$ cat src/slot_clock_consts.vh
// Constants for the bridge slot and secondary clock register group.
// Assumes inclusion by bare name from design files of this block.
`ifndef SLOT_CLOCK_CONSTS_VH
`define SLOT_CLOCK_CONSTS_VH

// ==========================================================
// Register byte addresses
`define OFF_PM_CSR 8'h94
`define OFF_SLOT_IDENT 8'ha0
`define OFF_SEC_CLK_CTRL 8'ha4
`define OFF_SI_ENABLE 8'hc0

// ==========================================================
// Fixed field values
`define SLOT_IDENT_CAP_ID 8'h04
`define SLOT_IDENT_NEXT_PTR 8'hb0
`define PM_STATE_D3HOT 2'b11
`define SLOT_CLK_OFF 2'b11

// ==========================================================
// Secondary clock control field positions
`define SCC_STOP_STAT 13
`define SCC_RUN_EN 14
`define SCC_STOP_MODE 15
`define SCC_L0S_QUAL 16
`define SCC_SCR_LO 17
`define SCC_SCR_HI 18

// ==========================================================
// Reset values
`define SCC_SLOT_EN_RST 8'h00
`define SCC_L0S_QUAL_RST 1'b1
`define SCC_SCR_RST 2'b00
`define SLOT_NUM_RST 5'h00
`define CHASSIS_RST 8'h00

`endif

$ cat src/bridge_slot_clock_config_regs.v
// Slot identification and secondary clock control registers of a
// PCI Express to PCI bridge, reached over AXI4-Lite.
// Assumes power state, idle and electrical idle come from aclk logic.
`timescale 1ns/1ps
`default_nettype none
module bridge_slot_clock_config_regs
#(
  parameter SLOTS = 4
)
(
  input wire aclk,
  input wire aresetn,
  input wire [7:0] s_axi_awaddr,
  input wire s_axi_awvalid,
  output wire s_axi_awready,
  input wire [31:0] s_axi_wdata,
  input wire [3:0] s_axi_wstrb,
  input wire s_axi_wvalid,
  output wire s_axi_wready,
  output reg [1:0] s_axi_bresp,
  output reg s_axi_bvalid,
  input wire s_axi_bready,
  input wire [7:0] s_axi_araddr,
  input wire s_axi_arvalid,
  output wire s_axi_arready,
  output reg [31:0] s_axi_rdata,
  output reg [1:0] s_axi_rresp,
  output reg s_axi_rvalid,
  input wire s_axi_rready,
  input wire forward_mode,
  input wire eeprom_load_valid,
  input wire eeprom_si_enable,
  input wire sec_bus_idle,
  input wire primary_req_pending,
  input wire rx_elec_idle,
  input wire l0s_request,
  input wire sec_clk_in,
  output wire slot0_clock_out,
  output wire slot1_clock_out,
  output wire slot2_clock_out,
  output wire slot3_clock_out,
  output reg sec_clk_stopped,
  output reg l0s_enter
);
  `include "slot_clock_consts.vh"

  // ========================================================
  // Register state
  reg [1:0] pm_state_q;
  reg si_enable_q;
  reg [4:0] slot_num_q;
  reg first_in_chassis_q;
  reg [7:0] chassis_q;
  reg [7:0] slot_en_q;
  reg run_en_q;
  reg stop_mode_q;
  reg l0s_qual_q;
  reg [1:0] scr_q;

  // ========================================================
  // Write channel: address and data taken in either order
  reg aw_held_q;
  reg [7:0] aw_addr_q;
  reg w_held_q;
  reg [31:0] w_data_q;
  reg [3:0] w_strb_q;
  wire do_write;
  assign s_axi_awready = !aw_held_q && !s_axi_bvalid;
  assign s_axi_wready = !w_held_q && !s_axi_bvalid;
  assign do_write = aw_held_q && w_held_q;

  always @(posedge aclk)
  begin
    if (!aresetn)
    begin
      aw_held_q <= 1'b0;
      aw_addr_q <= 8'h00;
      w_held_q <= 1'b0;
      w_data_q <= 32'h00000000;
      w_strb_q <= 4'h0;
      s_axi_bvalid <= 1'b0;
      s_axi_bresp <= 2'b00;
    end
    else
    begin
      if (s_axi_awvalid && s_axi_awready)
      begin
        aw_held_q <= 1'b1;
        aw_addr_q <= s_axi_awaddr;
      end
      if (s_axi_wvalid && s_axi_wready)
      begin
        w_held_q <= 1'b1;
        w_data_q <= s_axi_wdata;
        w_strb_q <= s_axi_wstrb;
      end
      if (do_write)
      begin
        aw_held_q <= 1'b0;
        w_held_q <= 1'b0;
        s_axi_bvalid <= 1'b1;
        s_axi_bresp <= addr_ok(aw_addr_q) ? 2'b00 : 2'b10;
      end
      else if (s_axi_bvalid && s_axi_bready)
        s_axi_bvalid <= 1'b0;
    end
  end

  function addr_ok;
    input [7:0] a;
    begin
      addr_ok = ({a[7:2], 2'b00} == `OFF_PM_CSR) ||
                ({a[7:2], 2'b00} == `OFF_SLOT_IDENT) ||
                ({a[7:2], 2'b00} == `OFF_SEC_CLK_CTRL) ||
                ({a[7:2], 2'b00} == `OFF_SI_ENABLE);
    end
  endfunction

  // ========================================================
  // Register updates
  wire [7:0] wa;
  assign wa = {aw_addr_q[7:2], 2'b00};

  always @(posedge aclk)
  begin
    if (!aresetn)
    begin
      pm_state_q <= 2'b00;
      si_enable_q <= 1'b0;
      slot_num_q <= `SLOT_NUM_RST;
      first_in_chassis_q <= 1'b0;
      chassis_q <= `CHASSIS_RST;
      slot_en_q <= `SCC_SLOT_EN_RST;
      run_en_q <= 1'b0;
      stop_mode_q <= 1'b0;
      l0s_qual_q <= `SCC_L0S_QUAL_RST;
      scr_q <= `SCC_SCR_RST;
    end
    else
    begin
      // Slot ident is switched on only by the serial memory load
      if (eeprom_load_valid)
        si_enable_q <= eeprom_si_enable;
      if (do_write && wa == `OFF_PM_CSR && w_strb_q[0])
      begin
        // D1 and D2 are not implemented, such writes are dropped
        if (w_data_q[1:0] == 2'b00 || w_data_q[1:0] == `PM_STATE_D3HOT)
          pm_state_q <= w_data_q[1:0];
      end
      if (do_write && wa == `OFF_SLOT_IDENT && si_enable_q)
      begin
        if (w_strb_q[2])
        begin
          slot_num_q <= w_data_q[20:16];
          first_in_chassis_q <= w_data_q[21];
        end
        if (w_strb_q[3])
          chassis_q <= w_data_q[31:24];
      end
      if (do_write && wa == `OFF_SEC_CLK_CTRL)
      begin
        if (w_strb_q[0])
          slot_en_q <= w_data_q[7:0];
        if (w_strb_q[1])
        begin
          run_en_q <= w_data_q[`SCC_RUN_EN];
          stop_mode_q <= w_data_q[`SCC_STOP_MODE];
        end
        if (w_strb_q[2])
        begin
          l0s_qual_q <= w_data_q[`SCC_L0S_QUAL];
          scr_q <= w_data_q[`SCC_SCR_HI:`SCC_SCR_LO];
        end
      end
    end
  end

  // ========================================================
  // Bridge mode strap
  // The strap is a pin with no timing to aclk; two flops keep a late
  // change from reaching the four slot gates in different cycles.
  reg fwd_meta_q;
  reg fwd_sync_q;

  always @(posedge aclk)
  begin
    if (!aresetn)
    begin
      fwd_meta_q <= 1'b0;
      fwd_sync_q <= 1'b0;
    end
    else
    begin
      fwd_meta_q <= forward_mode;
      fwd_sync_q <= fwd_meta_q;
    end
  end

  // ========================================================
  // Secondary clock stop and L0s qualifier
  wire in_d3hot;
  wire stop_cond;
  assign in_d3hot = (pm_state_q == `PM_STATE_D3HOT);
  assign stop_cond = run_en_q &&
    (stop_mode_q ? (sec_bus_idle && !primary_req_pending)
                 : in_d3hot);

  always @(posedge aclk)
  begin
    if (!aresetn)
    begin
      sec_clk_stopped <= 1'b0;
      l0s_enter <= 1'b0;
    end
    else
    begin
      sec_clk_stopped <= stop_cond;
      // Qualifier gates the request on receiver electrical idle
      l0s_enter <= l0s_request && (!l0s_qual_q || rx_elec_idle);
    end
  end

  // ========================================================
  // Slot clock gates
  // The gate ANDs a registered bit into the clock; the source must be
  // the aclk source or the slot outputs may carry runt pulses.
  wire [SLOTS-1:0] slot_clk;
  genvar g;
  generate
    for (g = 0; g < SLOTS; g = g + 1)
    begin : gate
      slot_clock_gate u_gate
      (
        .aclk(aclk),
        .aresetn(aresetn),
        .sec_clk_in(sec_clk_in),
        .enable_field(slot_en_q[2*g+1:2*g]),
        .forward_mode(fwd_sync_q),
        .bus_stopped(sec_clk_stopped),
        .clock_out(slot_clk[g])
      );
    end
  endgenerate
  assign slot0_clock_out = slot_clk[0];
  assign slot1_clock_out = slot_clk[1];
  assign slot2_clock_out = slot_clk[2];
  assign slot3_clock_out = slot_clk[3];

  // ========================================================
  // Read channel
  reg [31:0] rd_word;
  wire [7:0] ra;
  assign ra = {s_axi_araddr[7:2], 2'b00};
  assign s_axi_arready = !s_axi_rvalid;

  always @*
  begin
    rd_word = 32'h00000000;
    case (ra)
      // Data byte and bridge-support bits stay zero
      `OFF_PM_CSR: rd_word = {16'h0000, 14'h0000, pm_state_q};
      `OFF_SLOT_IDENT:
        if (si_enable_q)
          rd_word = {chassis_q, 2'b00, first_in_chassis_q, slot_num_q,
                     `SLOT_IDENT_NEXT_PTR, `SLOT_IDENT_CAP_ID};
      `OFF_SEC_CLK_CTRL:
        rd_word = {13'h0000, scr_q, l0s_qual_q, stop_mode_q, run_en_q,
                   sec_clk_stopped, 5'h00, slot_en_q};
      `OFF_SI_ENABLE: rd_word = {31'h00000000, si_enable_q};
      default: rd_word = 32'h00000000;
    endcase
  end

  always @(posedge aclk)
  begin
    if (!aresetn)
    begin
      s_axi_rvalid <= 1'b0;
      s_axi_rdata <= 32'h00000000;
      s_axi_rresp <= 2'b00;
    end
    else if (s_axi_arvalid && s_axi_arready)
    begin
      s_axi_rvalid <= 1'b1;
      s_axi_rdata <= rd_word;
      s_axi_rresp <= addr_ok(s_axi_araddr) ? 2'b00 : 2'b10;
    end
    else if (s_axi_rvalid && s_axi_rready)
      s_axi_rvalid <= 1'b0;
  end
endmodule
`default_nettype wire

$ cat src/slot_clock_gate.v
// Gate for one slot clock output: stops and holds low when disabled.
// Assumes the source clock is the bridge secondary clock.
`timescale 1ns/1ps
`default_nettype none
module slot_clock_gate
(
  input wire aclk,
  input wire aresetn,
  input wire sec_clk_in,
  input wire [1:0] enable_field,
  input wire forward_mode,
  input wire bus_stopped,
  output wire clock_out
);
  `include "slot_clock_consts.vh"
  reg run_q;
  // Enable registered so the gate changes on a bridge clock edge only
  always @(posedge aclk)
  begin
    if (!aresetn)
      run_q <= 1'b1;
    else
      run_q <= !((forward_mode && enable_field == `SLOT_CLK_OFF) ||
                 bus_stopped);
  end
  assign clock_out = sec_clk_in & run_q;
endmodule
`default_nettype wire
$ cat config.mk
export PLATFORM = sky130hd
export DESIGN_NAME = bridge_slot_clock_config_regs
export DESIGN_NICKNAME = d
export VERILOG_FILES = /design/src/bridge_slot_clock_config_regs.v /design/src/slot_clock_gate.v
export VERILOG_INCLUDE_DIRS = /design/src
export SDC_FILE = /design/constraint.sdc
export NUM_CORES = 1
export LEC_CHECK = 0
export ABC_AREA = 0
export BUFFER_PORTS_ARGS = -buffer_cell sky130_fd_sc_hd__buf_2
export CAP_MARGIN = 25
export CORE_AREA = 2 2 93 95
export DETAILED_ROUTE_END_ITERATION = 12
export DIE_AREA = 0 0 95 97
export PLACE_DENSITY = 0.75
export SLEW_MARGIN = 0
export SYNTH_ARGS = -nofsm -noshare
export SYNTH_HDL_FRONTEND = slang
export SYNTH_SLANG_ARGS = --single-unit
$ cat constraint.sdc
create_clock -name aclk -period 1.8 [get_ports aclk]
set_input_delay 0.27 -clock aclk [delete_from_list [all_inputs] [get_ports aclk]]
set_output_delay 0.27 -clock aclk [all_outputs]
set_load 0.01 [all_outputs]
==> flow_metrics.tcl, run 1 <==
set metrics [dict create \
    num_vias 3351 \
    remaining_drc_errors 0 \
    layout.cells.non_filler 658 \
    synth-warning-count 0 \
    number_of_global_route_vias_before_repair 3143 \
    startpoint_type "flip-flop" \
    final-max-slew-violation-count 0 \
    die_area_mm2 0.00922 \
    synth.avg_cell_area_um2 9.06 \
    power_report.internal_total_mw 3.21 \
    hpwl_detailed_mm 6.36 \
    fin_tns_setup_ps 0 \
    cp_max_fo 7 \
    grt_start_max_net_pins 109 \
    numCtsBuffers 9 \
    post_drt_via_cell_ratio 5.09 \
    first_pass_grt_wire_length_mm 14.5 \
    top_level_ports 114 \
    layout-area-overhead-vs-synth_pct 18.0 \
    tritoncts "built" \
    cts_root_buf "clkbuf_8" \
    placement.io_buffers 93 \
    clk_transition_reported_paths_ps 90 \
    synth_cells 460 \
    hold-path-cell-count 3 \
    drive_above_1_share 0.230 \
    critical_path.endpoint_type "flip-flop" \
    ys_types 44 \
    finalCriticalPeriod_ps 1570 \
    post_synth_instance_area_mm2 0.00417 \
    number_of_cells_traversed_by_the_worst_register_to_register_path 3 \
    net-switching-power_mw 1.00 \
    chipWidth_um 95 \
    worst_hold_path_type "input pin to flip-flop" \
    max_cap_viol_count 0 \
    timing.setup.critical_path_class "flip-flop to flip-flop" \
    max_slew.worst_pin.slew_ps 622 \
    report.final.setup_viol 0 \
    post-synth-top-area-cell "dfxtp_1" \
    crit_arrival_ps 1810 \
    power.share.combinational 0.089 \
    cts_resized 0 \
    cpPeakStageDelay_ps 420 \
    crit_path_cell_chain "and4b_1, nand3_1, a311o_1" \
    result_of_the_run "complete, no violations" \
    rsz0062_at_grt "no" \
    wl_mm 8.71 \
    clock_power_share 0.338 \
    timing.max_slew.rel_slack 0.586 \
    holdBufCountCts 0 \
    fmax_mhz 637 \
    initial_utilization 0.512 \
    worst_clock_skew_ps 8.77 \
    post-route-period-util 0.873 \
    grt-ovfl-total 0 \
    clock_insertion_delay_worst_skew_ps 350 \
    fin_hold_ws_ps 142 \
    postPlaceCellArea_mm2 0.00471 \
    report.final.hold_viol_count 0 \
    fin_area_mm2 0.00491 \
    max-vdd-ir-drop_mv 0.318 \
    final_net_count 614 \
    htreeDepth 3 \
    yosysTopAreaCellShare 0.500 \
    y_dimension_of_the_die_um 97 \
    gpl.final_weighted_congestion 0.826 \
    antenna_found_initial 1 \
    number_of_nets_with_antenna_violations_after_detailed_routing 0 \
    postSynthRegisterBits 104 \
    seq_area_frac_synth 0.500 \
    dr_wl_cell_um 13.2 \
    dp_cells 641 \
    placement_rows 33 \
    sw_ratio 0.238 \
    crit_slowest_cell "dfxtp_1" \
    power.static_leakage_nw 2.10 \
    postCtsSetupBuffers 0 \
    coreArea_mm2 0.00813 \
    cellPowerDensity_mw_per_mm2 858 \
    grt_util_all_layers 0.196 \
    timing.critical_path.required_ps 2030 \
    detail_route.first_pass.iterations 4 \
    ys_top_cells_by_area "dfxtp_1, nand2_1, a21boi_0, mux2i_1, nand3_1" \
    detail_route.iter0.violations 170 \
    seqPwrFrac 0.573 \
    clock_tree.buffer_depth 2 \
    cts_sinks 104 \
    fillcell_total 734 \
]
-- critical path, delay by kind of cell, from the launching register on --
kind               cells  cell delay [ps]
and+or+nand+nor        2              640
AOI/OAI and AO/OA      1              390
DFF                    1              420
-- metal layers --
| metal | up-vias | part of all wire | GRT usage |
|---|---|---|---|
| li1 | 1722 | - | - |
| met1 | 1534 | 0.46 | 0.267 |
| met2 | 81 | 0.47 | 0.306 |
| met3 | 14 | 0.054 | 0.0374 |
| met4 | 0 | 0.019 | 0.0758 |
| met5 | - | 0 | 0 |
-- final cells by class --
class,instances,area [µm²],area share
antenna,1,2.50,0.000509
clock buffer,12,145,0.0295
clock inverter,4,53.8,0.0109
inverter,2,7.51,0.00153
multi-input combinational,324,1920,0.390
sequential,104,2080,0.424
tap,105,131,0.0267
timing repair buffer,106,576,0.117
-- cells by family after synthesis --
logic type / after synthesis / share of synthesized area
and+or+nand+nor: 199 / 0.242
DFF: 104 / 0.500
AOI/OAI and AO/OA: 97 / 0.162
buffers and inverters: 39 / 0.0465
muxes: 20 / 0.0480
other: 1 / 0.000900
-- stage by stage --
stage                     setup WS (ps)  utilization  power [mW]
after floorplan                     403            -        2.71
after global placement              307        0.579        2.83
after detailed placement            271        0.579        2.84
after CTS                           238        0.604        4.26
after global routing               95.4        0.604        4.41
final                               229        0.604        4.22
-- registers in the layout, summed over array words and instances, names as in the netlist, 2 cells and up --
name and count:
chassis_q 8, aw_addr_q 6, scr_q 2, w_strb_q 4, gate.u_gate.run_q 4, w_data_q 24, pm_state_q 2, slot_num_q 5
slot_en_q 8, s_axi_rdata 26
-- worst paths after layout --
path                                   start  slack, ps             to
worst max register to register      w_held_q        230  pm_state_q[0]
worst max-delay path                w_held_q        230  pm_state_q[0]
worst min-delay path             l0s_request        140      l0s_enter
worst min register to register  w_data_q[29]        450   chassis_q[5]
-- layout by cell type, fill, tap and decap left out, drive strengths merged, types with 7 or more instances in the layout --
master	instances
conb	8
dfxtp	104
a22o	11
nand2b	8
o21ai	27
a21oi	7
nand3	26
and2	10
a21boi	40
clkbuf	12
buf	106
nand2	105
mux2i	20
nor2b	20
-- cell usage after synthesis, drive strengths merged --
| library cell | number |
|---|---|
| nand2 | 105 |
| dfxtp | 104 |
| a21boi | 40 |
| o21ai | 27 |
| nand3 | 26 |
| buf | 22 |
| mux2i | 20 |
| nor2b | 20 |
| clkbuf | 15 |
| a22o | 11 |
| and2 | 10 |
| nand2b | 8 |
| a21oi | 7 |
| and3 | 6 |
| nor2 | 6 |
| nand4 | 5 |
| a22oi | 3 |
| nand3b | 3 |
| a31oi | 2 |
| inv | 2 |
| nor4 | 2 |
| o211a | 2 |
| a221o | 1 |
| a311o | 1 |
| and2b | 1 |
| and3b | 1 |
| and4b | 1 |
| conb | 1 |
| nand4bb | 1 |
| nor3 | 1 |
| nor3b | 1 |
| o211ai | 1 |
| o21a | 1 |
| o221ai | 1 |
| or2b | 1 |
| or4b | 1 |
-- power groups by stage --
stage               sequential [mW]  combinational (mW)  clock (mW)
floorplan                      2.46               0.252           0
global placement               2.47               0.366           0
detailed placement             2.47               0.375           0
CTS                            2.42               0.377        1.46
global route                   2.43               0.418        1.57
finish                         2.42               0.374        1.43
Power figures use the tool's default switching activity.
==> inputs of run 2 (changes only) <==
--- a/config.mk
+++ b/config.mk
@@ -9,10 +9,11 @@
 export ABC_AREA = 0
 export BUFFER_PORTS_ARGS = -buffer_cell sky130_fd_sc_hd__buf_2
 export CAP_MARGIN = 25
-export CORE_AREA = 2 2 93 95
+export CORE_AREA = 2 2 110 80
 export DETAILED_ROUTE_END_ITERATION = 12
-export DIE_AREA = 0 0 95 97
-export PLACE_DENSITY = 0.75
+export DIE_AREA = 0 0 112 82
+export MAX_ROUTING_LAYER = met4
+export PLACE_DENSITY = 0.76
 export SLEW_MARGIN = 0
 export SYNTH_ARGS = -nofsm -noshare
 export SYNTH_HDL_FRONTEND = slang
==> run 2 against run 1 <==
  * Critical path depth up 1
  * Sequential power about the same
  * Clock power up 31%
  * Global-route usage up 1.5 points
  * Critical path type unchanged
  * Largest cell class unchanged
  * Largest power group unchanged
==> flow_metrics.tcl, run 2 (synthesized netlist as in run 1, its figures left out) <==
set metrics [dict create \
    result_of_the_run "complete, no violations" \
    dr_wl_cell_um 14.1 \
    fillcell_total 730 \
    sw_ratio 0.250 \
    worst_clock_skew_ps 10.4 \
    final_net_count 615 \
    cellPowerDensity_mw_per_mm2 933 \
    hpwl_detailed_mm 6.63 \
    placement.io_buffers 93 \
    gpl.final_weighted_congestion 0.843 \
    fmax_mhz 640 \
    met1_length_mm 4.39 \
    fin_hold_ws_ps 127 \
    coreArea_mm2 0.00820 \
    number_of_global_route_vias_before_repair 3198 \
    layout-area-overhead-vs-synth_pct 20.2 \
    fin_tns_setup_ps 0 \
    timing.critical_path.required_ps 2040 \
    post-route-period-util 0.869 \
    met3_length_um 569 \
    r2r_slack_ps 240 \
    power_report.internal_total_mw 3.50 \
    y_dimension_of_the_die_um 82 \
    wl_met2_mm 4.24 \
    placement_rows 28 \
    postLayoutCoreUtil 0.611 \
    power.share.combinational 0.083 \
    wl_mm 9.29 \
    chipWidth_um 112 \
    first_pass_grt_wire_length_mm 15.1 \
    numCtsBuffers 9 \
    cp_top_family "simple AND/OR/NAND/NOR gates" \
    max-vdd-ir-drop_mv 0.454 \
    detail_route.iter0.violations 207 \
    power.static_leakage_nw 2.16 \
    cpPeakStageDelay_ps 430 \
    net-switching-power_mw 1.17 \
    antenna_cells_inserted 0 \
    grt-ovfl-total 0 \
    top_level_ports 114 \
    remaining_drc_errors 0 \
    crit_path_cell_chain "and4b_1, nand4_4, mux2i_1, nor2b_1" \
    tritoncts "built" \
    cts_sinks 104 \
    report.final.setup_viol 0 \
    worst_hold_path_type "input pin to flip-flop" \
    grt_start_max_net_pins 50 \
    timing.setup.critical_path_class "flip-flop to flip-flop" \
    clock_insertion_delay_worst_skew_ps 340 \
    num_vias 3410 \
    clk_transition_reported_paths_ps 80 \
    clock_tree.buffer_depth 2 \
    clock_power_share 0.400 \
    report.final.hold_viol_count 0 \
    largest-register "s_axi_rdata" \
    dr.max_layer_used "met4" \
    grt_util_all_layers 0.211 \
    finalCriticalPeriod_ps 1560 \
    antenna_found_initial 0 \
    layout.cells.most_common_list "nand2_1, dfxtp_1, buf_2, a21boi_0, nand3_1" \
    cts_root_buf "clkbuf_16" \
    critical_path.endpoint_type "flip-flop" \
    detail_route.first_pass.iterations 4 \
    die_area_mm2 0.00918 \
    largest_reg_flops 26 \
    total_power_mw 4.67 \
    initial_utilization 0.508 \
    path_buf_inv 0 \
    final-max-slew-violation-count 0 \
    cp_max_fo 8 \
    post_drt_via_cell_ratio 5.18 \
    number_of_nets_with_antenna_violations_after_detailed_routing 0 \
    registers_with_the_highest_flip_flop_counts "s_axi_rdata: 26 flops, w_data_q: 24 flops" \
    drive_above_1_share 0.235 \
    rsz0062_at_grt "no" \
    max_cap_viol_count 0 \
    crit_arrival_ps 1800 \
    startpoint_type "flip-flop" \
    crit_slowest_cell "and4b_1" \
    layout_commonest_cell "nand2_1" \
    htreeDepth 3 \
    seqPwrFrac 0.517 \
]
run 2: layer usage:
metal | global-route usage | up-vias
li1 | - | 1731
met1 | 0.268 | 1575
met2 | 0.344 | 92
met3 | 0.0487 | 12
met4 | 0.0610 | 0
met5 | - | -
run 2: timing repair:
| item | CTS | global route |
|---|---|---|
| buffers inserted | 0 | 1 |
| gates resized for setup | 0 | 0 |
| endpoints found under the setup margin | 0 | 6 |
| hold buffers | 0 | 0 |
run 2: area by class of cell:
cell class | instances | area (µm²) | area share
multi-input combinational | 324 | 1920 | 0.383
clock inverter | 7 | 60.1 | 0.0120
clock buffer | 9 | 225 | 0.0450
timing repair buffer | 107 | 583 | 0.116
inverter | 2 | 7.51 | 0.00150
sequential | 104 | 2080 | 0.416
tap | 105 | 131 | 0.0262
run 2: path summary, 6_finish.rpt:
| path | start | to | cells past startpoint |
|---|---|---|---|
| min reg2reg | fwd_meta_q | fwd_sync_q | 1 |
| max reg2reg | w_held_q | slot_en_q[2] | 4 |
| min | forward_mode | fwd_meta_q | 2 |
| max | w_held_q | slot_en_q[2] | 4 |
run 2: stage by stage:
step	instance area, µm²	std cells	worst slack (ps)
floorplan	4190	467	403
global placement	4710	641	177
detailed placement	4710	641	102
CTS	5000	657	80.2
global route	5010	658	157
finish	5010	658	236
run 2: power by group through the flow:
| stage | Clock [mW] | Sequential [mW] | Combinational, mW |
|---|---|---|---|
| final | 1.87 | 2.42 | 0.388 |
| after global routing | 1.99 | 2.42 | 0.435 |
| after CTS | 1.90 | 2.41 | 0.390 |
| after detailed placement | 0 | 2.47 | 0.387 |
| after global placement | 0 | 2.46 | 0.378 |
| after floorplan | 0 | 2.46 | 0.252 |
